--- src/pwdt_regs.svh ---
/*
 * Constants of the program watchdog timer: counter reload values, prescaler
 * limits, refresh key bytes, option bit positions and start-up settling.
 * Assumes it is included by bare name after `default_nettype none.
 */
`ifndef PWDT_REGS_SVH
`define PWDT_REGS_SVH

// ==========================================================================
// counter
`define PWDT_FULL_COUNT 15'h7fff
`define PWDT_PROT_COUNT 15'h0fff
`define PWDT_ZERO_COUNT 15'h0000
`define PWDT_COUNT_STEP 15'h0001

// ==========================================================================
// prescaler, last count of each ratio (ratio minus one)
`define PWDT_DIV16_LAST 7'h0f
`define PWDT_DIV128_LAST 7'h7f
`define PWDT_PRESC_STEP 7'h01

// ==========================================================================
// refresh key bytes
`define PWDT_REFRESH_FIRST 8'h00
`define PWDT_REFRESH_SECOND 8'hff

// ==========================================================================
// nonvolatile option location bit positions
`define PWDT_OPT_START_BIT 0
`define PWDT_OPT_PROT_BIT 7

// ==========================================================================
// option sampling after reset release
`define PWDT_OPT_SETTLE 2'h2
`define PWDT_SETTLE_STEP 2'h1

`endif

--- src/pwdt_pkg.sv ---
/*
 * Types of the program watchdog timer.
 * Assumes nothing beyond a SystemVerilog compiler.
 */
package pwdt_pkg;

    // ======================================================================
    // control states of the counter
    typedef enum logic [1:0] {
        PWDT_ST_LOAD,
        PWDT_ST_STOP,
        PWDT_ST_RUN
    } pwdt_state_type;

endpackage

--- src/pwdt_prescaler.sv ---
/*
 * Divide-by-16 or divide-by-128 prescaler of the watchdog count source.
 * Assumes run and div_sel come from logic on mclk; cleared only by rst.
 */
`timescale 1ns/100ps
`default_nettype none
`include "pwdt_regs.svh"

module pwdt_prescaler
    import pwdt_pkg::*;
(
    input wire logic mclk,
    input wire logic rst,
    input wire logic run,
    input wire logic div_sel,
    output logic tick
);

    logic [6:0] cnt_q;
    logic [6:0] cnt_d;
    logic tick_q;
    logic tick_d;
    logic [6:0] last;

    // ======================================================================
    // divider
    always_comb begin
        last = div_sel ? `PWDT_DIV128_LAST : `PWDT_DIV16_LAST;
        cnt_d = cnt_q;
        tick_d = 1'b0;
        if (run) begin
            // a ratio change mid-count finishes within one wrap
            if (cnt_q == last) begin
                cnt_d = 7'h00;
                tick_d = 1'b1;
            end else begin
                cnt_d = cnt_q + `PWDT_PRESC_STEP;
            end
        end
    end

    // no refresh input here: the prescaler keeps its phase across refreshes
    always_ff @(posedge mclk or posedge rst) begin
        if (rst) begin
            cnt_q <= 7'h00;
            tick_q <= 1'b0;
        end else begin
            cnt_q <= cnt_d;
            tick_q <= tick_d;
        end
    end

    assign tick = tick_q;
endmodule
`default_nettype wire

--- src/pwdt_top.sv ---
/*
 * Program watchdog timer: 15-bit down-counter, refresh key sequence,
 * start option, count source protection mode and underflow action.
 * Assumes register writes arrive as one-cycle strobes on mclk; option_byte
 * and lso_clk come from outside the clock domain and are synchronised here.
 */
// Notes on behaviour
// - 15-bit counter decrements once per tick.
// - source is cpu clock, or slow oscillator.
// - prescaler divides by 16 or 128.
// - full count underflows after ratio*32768 clocks.
// - reload only after 00h then FFh.
// - prescaler cleared only by system reset.
// - start option holds counter until start write.
// - start option bit 0, program cannot write.
// - unprotected counter freezes in stop, wait, hold.
// - action bit picks interrupt or reset.
// - protected underflow always gives reset.
// - protection from option bit or software.
// - protected counter never freezes, stop refused.
// - protection entry loads 0FFFh, forces oscillator, reset.
// - protected mode ignores stop and oscillator writes.
// - option bit 7; protection sticky once on.
`timescale 1ns/100ps
`default_nettype none
`include "pwdt_regs.svh"

module pwdt_top
    import pwdt_pkg::*;
(
    input wire logic mclk,
    input wire logic rst,
    input wire logic refresh_wr,
    input wire logic [7:0] refresh_data,
    input wire logic start_wr,
    input wire logic prescale_select_bit,
    input wire logic action_wr,
    input wire logic action_data,
    input wire logic protect_wr,
    input wire logic protect_data,
    input wire logic clk_ctrl_wr,
    input wire logic clk_ctrl_stop_data,
    input wire logic clk_ctrl_lso_stop_data,
    input wire logic stop_mode,
    input wire logic wait_mode,
    input wire logic bus_hold,
    input wire logic lso_clk,
    input wire logic [7:0] option_byte,
    output logic [14:0] count_value,
    output logic counting,
    output logic protect_enable,
    output logic underflow_action_bit,
    output logic stop_mode_entry_bit,
    output logic low_speed_osc_stop_bit,
    output logic wdt_irq,
    output logic wdt_reset
);

    // ======================================================================
    // state
    pwdt_state_type st_q, st_d;
    logic [14:0] counter_q, counter_d;
    logic [1:0] settle_q, settle_d;
    logic [1:0] opt_meta_q, opt_meta_d;
    logic [1:0] opt_sync_q, opt_sync_d;
    logic start_opt_q, start_opt_d;
    logic prot_q, prot_d;
    logic armed_q, armed_d;
    logic action_q, action_d;
    logic stop_bit_q, stop_bit_d;
    logic lso_stop_q, lso_stop_d;
    logic lso_meta_q, lso_meta_d;
    logic lso_sync_q, lso_sync_d;
    logic lso_prev_q, lso_prev_d;
    logic irq_q, irq_d;
    logic wreset_q, wreset_d;
    logic run_q, run_d;

    logic presc_tick;
    logic presc_run;
    logic lso_rise;
    logic tick_src;
    logic freeze;
    logic refresh_ok;
    logic underflow;
    logic prot_set;
    logic [14:0] full_val;

    // ======================================================================
    // prescaler
    // only runs on the cpu clock path; the slow oscillator needs no divider
    assign presc_run = (st_q == PWDT_ST_RUN) && !freeze && !prot_q;

    pwdt_prescaler u_presc (
        .mclk(mclk),
        .rst(rst),
        .run(presc_run),
        .div_sel(prescale_select_bit),
        .tick(presc_tick)
    );

    // ======================================================================
    // next state
    always_comb begin
        st_d = st_q;
        counter_d = counter_q;
        settle_d = settle_q;
        start_opt_d = start_opt_q;
        prot_d = prot_q;
        armed_d = armed_q;
        action_d = action_q;
        stop_bit_d = stop_bit_q;
        lso_stop_d = lso_stop_q;
        irq_d = 1'b0;
        wreset_d = 1'b0;
        underflow = 1'b0;
        refresh_ok = 1'b0;

        opt_meta_d = {option_byte[`PWDT_OPT_PROT_BIT], option_byte[`PWDT_OPT_START_BIT]};
        opt_sync_d = opt_meta_q;
        lso_meta_d = lso_clk;
        lso_sync_d = lso_meta_q;
        lso_prev_d = lso_sync_q;

        lso_rise = lso_sync_q && !lso_prev_q;
        tick_src = prot_q ? lso_rise : presc_tick;
        freeze = !prot_q && (stop_mode || wait_mode || bus_hold);
        full_val = prot_q ? `PWDT_PROT_COUNT : `PWDT_FULL_COUNT;
        prot_set = protect_wr && protect_data && !prot_q && (st_q != PWDT_ST_LOAD);

        // key sequence: any other byte disarms, 00h re-arms
        if (refresh_wr && st_q != PWDT_ST_LOAD) begin
            armed_d = (refresh_data == `PWDT_REFRESH_FIRST);
            refresh_ok = armed_q && (refresh_data == `PWDT_REFRESH_SECOND);
        end

        case (st_q)
            PWDT_ST_LOAD: begin
                // option bits read only once, never written by program
                settle_d = settle_q + `PWDT_SETTLE_STEP;
                if (settle_q == `PWDT_OPT_SETTLE) begin
                    settle_d = settle_q;
                    start_opt_d = opt_sync_q[0];
                    if (!opt_sync_q[1]) begin
                        prot_d = 1'b1;
                        counter_d = `PWDT_PROT_COUNT;
                        action_d = 1'b1;
                        lso_stop_d = 1'b0;
                    end
                    st_d = opt_sync_q[0] ? PWDT_ST_STOP : PWDT_ST_RUN;
                end
            end
            PWDT_ST_STOP: begin
                if (refresh_ok) begin
                    counter_d = full_val;
                end
                if (start_wr) begin
                    st_d = PWDT_ST_RUN;
                    counter_d = full_val;
                end
            end
            PWDT_ST_RUN: begin
                if (refresh_ok) begin
                    counter_d = full_val;
                end else if (tick_src && !freeze) begin
                    if (counter_q == `PWDT_ZERO_COUNT) begin
                        underflow = 1'b1;
                        counter_d = full_val;
                    end else begin
                        counter_d = counter_q - `PWDT_COUNT_STEP;
                    end
                end
            end
            default: begin
                st_d = PWDT_ST_LOAD;
            end
        endcase

        irq_d = underflow && !prot_q && !action_q;
        wreset_d = underflow && (prot_q || action_q);

        if (action_wr && !prot_q) begin
            action_d = action_data;
        end
        // writes are dropped in protection mode, so the stop bit keeps the value it had at entry
        if (clk_ctrl_wr && !prot_q) begin
            stop_bit_d = clk_ctrl_stop_data;
            lso_stop_d = clk_ctrl_lso_stop_data;
        end

        // entry values win over refresh, underflow reload and action or oscillator-stop writes; a same-cycle stop bit write still lands
        if (prot_set) begin
            prot_d = 1'b1;
            counter_d = `PWDT_PROT_COUNT;
            action_d = 1'b1;
            lso_stop_d = 1'b0;
        end

        run_d = (st_d == PWDT_ST_RUN);
    end

    // ======================================================================
    // registers
    always_ff @(posedge mclk or posedge rst) begin
        if (rst) begin
            st_q <= PWDT_ST_LOAD;
            counter_q <= `PWDT_FULL_COUNT;
            settle_q <= 2'h0;
            opt_meta_q <= 2'h3;
            opt_sync_q <= 2'h3;
            start_opt_q <= 1'b1;
            prot_q <= 1'b0;
            armed_q <= 1'b0;
            action_q <= 1'b0;
            stop_bit_q <= 1'b0;
            lso_stop_q <= 1'b0;
            lso_meta_q <= 1'b0;
            lso_sync_q <= 1'b0;
            lso_prev_q <= 1'b0;
            irq_q <= 1'b0;
            wreset_q <= 1'b0;
            run_q <= 1'b0;
        end else begin
            st_q <= st_d;
            counter_q <= counter_d;
            settle_q <= settle_d;
            opt_meta_q <= opt_meta_d;
            opt_sync_q <= opt_sync_d;
            start_opt_q <= start_opt_d;
            prot_q <= prot_d;
            armed_q <= armed_d;
            action_q <= action_d;
            stop_bit_q <= stop_bit_d;
            lso_stop_q <= lso_stop_d;
            lso_meta_q <= lso_meta_d;
            lso_sync_q <= lso_sync_d;
            lso_prev_q <= lso_prev_d;
            irq_q <= irq_d;
            wreset_q <= wreset_d;
            run_q <= run_d;
        end
    end

    assign count_value = counter_q;
    assign counting = run_q;
    assign protect_enable = prot_q;
    assign underflow_action_bit = action_q;
    assign stop_mode_entry_bit = stop_bit_q;
    assign low_speed_osc_stop_bit = lso_stop_q;
    assign wdt_irq = irq_q;
    assign wdt_reset = wreset_q;
endmodule
`default_nettype wire

--- config.mk ---
export PLATFORM = sky130hd
export DESIGN_NAME = pwdt_top
export DESIGN_NICKNAME = d
export VERILOG_FILES = /design/src/pwdt_pkg.sv /design/src/pwdt_prescaler.sv /design/src/pwdt_top.sv
export VERILOG_INCLUDE_DIRS = /design/src
export SDC_FILE = /design/constraint.sdc
export NUM_CORES = 1
export LEC_CHECK = 0
export BUFFER_PORTS_ARGS = -buffer_cell sky130_fd_sc_hd__buf_2
export CORE_ASPECT_RATIO = 0.7
export CORE_UTILIZATION = 33
export CTS_BUF_LIST = sky130_fd_sc_hd__clkbuf_8
export CTS_CLUSTER_DIAMETER = 60
export DETAILED_ROUTE_END_ITERATION = 10
export PLACE_DENSITY = 0.56
export SLEW_MARGIN = 20
export SYNTH_ARGS = -nofsm -noshare
export SYNTH_HDL_FRONTEND = slang
export SYNTH_HIERARCHICAL = 1
export SYNTH_SLANG_ARGS = --single-unit
--- constraint.sdc ---
create_clock -name mclk -period 6.4 [get_ports mclk]
set_input_delay 0.32 -clock mclk [delete_from_list [all_inputs] [get_ports mclk]]
set_output_delay 0.32 -clock mclk [all_outputs]
set_load 0.01 [all_outputs]
# After elaboration in Yosys (flattened, before gate mapping)
# Index checks and enable logic that the tools add are counted.
# Widths: inputs -> output; s select.
# totals
output_inout_bits	22
elab_cells	108
reg_bits	42
# op_classes
n_eq_ne	13
n_bitwise	1
reduce_logical	38
n_addsub	3
mux	35
# op_table
operator	count
$mux 15	9
$pmux 15 s3	1
$mux 1	19
$logic_and 1x1->1	15
$logic_not 15->1	1
$sub 15x1->15 const B	1
$mux 7	2
$reduce_bool 3->1	4
$reduce_and 3->1	3
$eq 8x8->1 const B	1
$logic_not 8->1	1
$add 7x1->7 const B	1
$eq 7x7->1	1
$eq 2x2->1 const B	3
$mux 2	3
$ne 3x1->1 const B	2
$ne 3x3->1 const B	2
$pmux 2 s3	1
$reduce_bool 2->1	3
$reduce_and 5->1	1
$logic_not 1->1	4
$ne 4x3->1 const B	1
$ne 4x4->1 const B	1
$reduce_bool 4->1	1
other kinds (7)	9

# Logic depth before layout (Yosys ltp)
# depth
depth_word	10
depth_mapped	10
mapped_depth_nobuf	8

# By module
# Netlist, hierarchy kept.
# by_module_without_submodules
module	cells_per_inst	seq_area_each_um2	area_per_inst_um2	instances
pwdt_top	206	874.6	1964.4	1
pwdt_prescaler	36	200.2	372.9	1

# Worst setup path before layout
# OpenSTA, ideal clock, no wires.
# synth_path
kind	register to register
start	register counter_q[0] (netlist: count_value[0])
end	register counter_q[13] (netlist: count_value[13])
path_stages_with_launch	9
period_less_slack_ns	2.077
t_arrival_ns	1.986
slack_ns	4.323
n_path_buf	0
cell_sequence	dfstp_2 inv_1 ha_1 or3b_1 nor3_4 a31oi_2 nand2_1 o21a_1 o31ai_1
# synth_between
elab_chain_cells	6
elab_cells_between_ends	7
cone_classes	1 x add/sub; 5 x mux; 1 x reduce/logical
# synth_lines
item	line	rtl
start: declaration	pwdt_top.sv:62	logic [14:0] counter_q, counter_d;
start signal: assignment	pwdt_top.sv:207	counter_q <= `PWDT_FULL_COUNT;
start signal: assignment	pwdt_top.sv:225	counter_q <= counter_d;
$sub 15x1->15 (no line) / $logic_not 15->1 (equally long branches)	-	
$mux 15 *	pwdt_top.sv:166	if (counter_q == `PWDT_ZERO_COUNT) begin
$mux 15 *	pwdt_top.sv:165	end else if (tick_src && !freeze) begin
$mux 15 *	pwdt_top.sv:163	if (refresh_ok) begin
$pmux 15 s3 *	pwdt_top.sv:137	case (st_q)
$mux 15 *	pwdt_top.sv:192	if (prot_set) begin
# Every way passes the cells marked *; elsewhere a longest branch is shown, timed or not. The select of a mux whose other input is x is not followed.
# A chain may end at the register's enable or synchronous reset.

# Worst setup path in the final report
# layout_path
start	register st_q[1]
end	register counter_q[13] (netlist: count_value[13])
# layout_between
elab_chain_cells	6
elab_cells_between_ends	16
cone_classes	6 x eq/ne; 4 x mux; 6 x reduce/logical
# layout_lines
item	line	rtl
start: declaration	pwdt_top.sv:61	pwdt_state_type st_q, st_d;
start signal: assignment	pwdt_top.sv:224	st_q <= st_d;
$reduce_bool 2->1	pwdt_top.sv:129, pwdt_top.sv:132	
$logic_and 1x1->1	pwdt_top.sv:132	if (refresh_wr && st_q != PWDT_ST_LOAD) begin
$mux 1	pwdt_top.sv:132	
$mux 15	pwdt_top.sv:163	
$pmux 15 s3	pwdt_top.sv:137	
$mux 15	pwdt_top.sv:192	
# Several ways; a longest one is shown, not always the timed one.

==> Implementation_results.wiki <==
{| class="wikitable"
! Metric !! Value
|-
| Aggregate routed wire length || roughly 5.4 mm
|-
| Area of the multi-input gates || roughly 1200 um2
|-
| Top FF cell, synth || dfrtp_1
|-
| Total I/O pin count || 54
|-
| Pins over their slew limit || 0
|-
| Outcome || complete, no violations
|-
| NetSw || 0.0004231 W
|-
| Vias || 1968
|-
| Largest delay share family, worst path || simple AND/OR/NAND/NOR gates
|-
| CTS Root Cell || clkbuf_8
|-
| Sinks on the clock net || 42
|-
| Number of flip-flops and latches in the synthesized netlist || 42
|-
| Nets || around 330
|-
| Routed wirelength normalized by instance count || between 10 and 15 um
|-
| Clock power frac || 16.9%
|-
| Effective utilization at floorplan || between 30% and 40%
|-
| Async SR Flop Fraction || 100.0%
|-
| Hold violation count in the final report || 0
|-
| Global-route wire length before repair || 8.907 mm
|-
| Sw frac || about 41%
|-
| Setup-failing EPs final || 0
|-
| Remaining global-route overflow || 0
|-
| Pwr dens || between 300 and 400 nW/um2
|-
| DIE HEIGHT || around 72 um
|-
| Setup TNS || 0 ns
|-
| Number of global-route vias before repair || 1812
|-
| Core outline area || 6788 um2
|-
| Sequential cell area || 1075 um2
|-
| Final Util || about two fifths
|-
| Weighted congestion reported at the end of routability-driven placement || between 0.8 and 0.9
|-
| Class of the most critical setup path || reg -> reg
|-
| Quantity of I/O buffers inserted on ports || 47
|-
| Mean post-synth cell area || 9.658 um2
|-
| Fin Clk Skew || between 0.01 and 0.015 ns
|-
| Clock tree from TritonCTS || yes
|-
| CTS H-Tree Depth || 2
|-
| Startpoint class of the critical path || register
|-
| Cell area after synthesis || 2337 um2
|-
| Cell types with the largest area share after synthesis || dfrtp_1 25%, dfstp_2 21%, ha_1 4.8%
|-
| Post-layout worst setup margin || around 3.8 ns
|-
| Top cell type's share of synthesized area || roughly 25%
|-
| Horizontal extent of the die || roughly 100 um
|-
| Clock buffers created by TritonCTS || 5
|-
| Count of buffer and inverter cells on the critical path || 2
|-
| Kind of end point of the critical path || register
|-
| Setup repair after global routing missed its margin || no
|-
| Required time reported for the critical path endpoint || roughly 6.6 ns
|-
| Longest Clk Path Bufs || 2
|-
| Maximum single-stage delay on the critical path || around 0.45 ns
|-
| Cell Chain, Critical Path || inv_1, ha_1, nand4b_4, nor3_4, o32ai_2, buf_4, or3b_1, o31ai_1
|-
| Most frequent standard cell in the layout excluding fill and tap cells || buf_2
|-
| Setup Slack @ Placement || around 3.8 ns
|-
| Worst rel slew slack || roughly three fifths
|-
| Clock-pin slew on the worst setup and hold paths || around 0.090 ns
|-
| Achievable clock frequency || a little under 400 MHz
|-
| Min Tclk post-route || between 2 and 3 ns
|-
| Layout overhead on the synthesized area || 19.22%
|-
| Area of the die || approximately 7400 um2
|-
| Total nets after synthesis || 283
|-
| Number of antenna violations at the first check in global routing || 0
|-
| Peak supply drop || 0.1175 mV
|-
| Finished Layout Cells || 388
|-
| Maximum number of pins on one net before global-route repair || 35
|-
| Clock insertion delay at the later pin of the skew report || about 0.30 ns
|-
| Global-route usage over all layers || between 15 and 20%
|-
| Number of search-and-repair iterations in the first detailed-routing pass || 4
|-
| Distinct cell type count after synthesis || 46
|-
| Proportion of layout cells with a drive suffix above 1 || 29.93%
|-
| Endpoint arrival time on the critical path || ~2.8 ns
|-
| Standard-cell row count || 25
|-
| Share of power burned in combinational logic || 42.6%
|-
| Number of nets still failing antenna checks after routing || 0
|-
| Post-CTS setup buffer count || 0
|-
| Ant diodes || 0
|-
| Master of the slowest instance on the critical path || dfrtp_1
|-
| Path category of the worst min-delay check || in -> reg
|-
| Leading area contributor after synthesis || dfrtp_1
|-
| Share of the clock period used by the worst path after layout || 40.37%
|-
| Share of synthesized area occupied by flip-flops and latches || a little under half
|-
| Post-detail-place hpwl || around 3.9 mm
|-
| Count of unresolved DRC violations after routing || 0
|-
| Via density per instance || roughly 5
|-
| Leading cell types in the layout, fill and taps excluded || 47 x buf_2, 25 x nand2_1, 23 x dfrtp_1
|-
| Number of violations reported at the end of detailed-routing iteration 0 || 145
|-
| Static leakage power || 1.218 nW
|-
| Share of power burned in registers || ~41%
|-
| Count of max-cap constraint violations || 0
|-
| Synth Warn # || 6
|-
| Cell Count Post-Placement || around 380
|-
| Number of enable-type register cells in the synthesized netlist || 0
|-
| Cells after synthesis || 242
|-
| Slew at the pin closest to its max-slew limit || approximately 0.62 ns
|-
| Fill cell total of the finished layout || 690
|-
| Total internal power || between 0.0006 and 0.0007 W
|-
| Peak fanout along the critical path || 20
|}
==> final timing paths <==
kind,slack [ns],start,end,depth (start not counted)
worst min-delay path,0.11,option_byte[7],opt_meta_q[1],1
worst max register to register,3.82,st_q[1],count_value[13],8
min in group asynchronous,0.52,rst,u_presc/cnt_q[2],3
worst min register to register,0.36,opt_meta_q[1],opt_sync_q[1],0
worst max-delay path,3.82,st_q[1],count_value[13],8
max in group asynchronous,5.38,rst,count_value[11],4
==> power by group through the flow <==
stage	Combinational (W)	Clock [W]	Sequential [W]
global route	0.000498	0.000192	0.000428
finish	0.000439	0.000174	0.000417
detailed placement	0.000438	0	0.000422
global placement	0.000431	0	0.000421
CTS	0.000439	0.000182	0.000418
floorplan	0.000297	0	0.000425
==> cells in the mapped netlist (all sizes together), types with 3 or more instances <==
master / instances
nor3: 8
xor2: 4
inv: 13
nand4: 6
or3b: 3
a31oi: 3
nor4: 8
nor3b: 3
nor2b: 6
and2: 3
o21ai: 13
a2bb2oi: 10
dfrtp: 23
clkbuf: 3
o21a: 3
buf: 3
nand3: 7
nand2: 25
nand2b: 6
ha: 9
dfstp: 19
or3: 3
nor2: 15
o31ai: 3
a21oi: 22
==> per-stage QoR <==
stage	hold slack [ns]	total power, W	area (um2)
after detailed placement	0.2892	0.0008598	2686
after global routing	0.08382	0.001118	2786
final	0.1075	0.001030	2786
after global placement	0.2951	0.0008520	2686
after floorplan	0.1357	0.0007226	2337
after CTS	0.09535	0.001040	2786
==> worst register-to-register path, stage by stage (launching register included) <==
cell	delay, ns
dfrtp_1	0.45
inv_1	0.09
ha_1	0.32
nand4b_4	0.23
nor3_4	0.38
o32ai_2	0.12
buf_4	0.22
or3b_1	0.42
o31ai_1	0.26
==> flip-flops by register name, indices dropped and copies added, names as in the netlist <==
signal                  flops
wdt_irq                     1
stop_mode_entry_bit         1
settle_q                    2
count_value                15
lso_prev_d                  1
st_q                        2
lso_prev_q                  1
lso_meta_q                  1
counting                    1
opt_sync_q                  2
u_presc/cnt_q               7
u_presc/tick                1
underflow_action_bit        1
low_speed_osc_stop_bit      1
protect_enable              1
wdt_reset                   1
opt_meta_q                  2
armed_q                     1
==> cells by family (layout without fill, tap and decap cells) <==
kind of cell,after synthesis,count (layout),share of synthesized area (%)
mux,2,2,0.9100
fa+ha+maj,9,9,4.818
buf+inv,19,71,3.212
flops,42,42,45.98
xor+xnor,6,6,2.248
simple gates,98,98,24.14
compound gates,66,66,18.68
==> what timing repair did <==
item / 4_1_cts / 5_1_grt
resized for setup: 0 / 0
hold endpoints to repair: 8 / 0
endpoints found under the setup margin: 0 / 0
hold buffers: 1 / 0
==> per-layer routing <==
metal  track usage [%]  share of wire, %  vias to the layer above
met5                 0                 0                        -
met4             4.286              0.65                        0
met3             3.565               5.8                        4
met2             21.78                40                       53
met1             24.57                53                      926
li1                  -                 -                      985
==> area by class of cell <==
| class | count | area share [%] |
|---|---|---|
| Sequential cell | 42 | 38.57 |
| Multi-Input combinational cell | 181 | 42.88 |
| Inverter | 13 | 1.751 |
| Clock buffer | 5 | 2.470 |
| Timing Repair Buffer | 50 | 9.340 |
| Tap cell | 94 | 4.221 |
| Clock inverter | 3 | 0.7634 |
(Power assumes the default switching activity.)
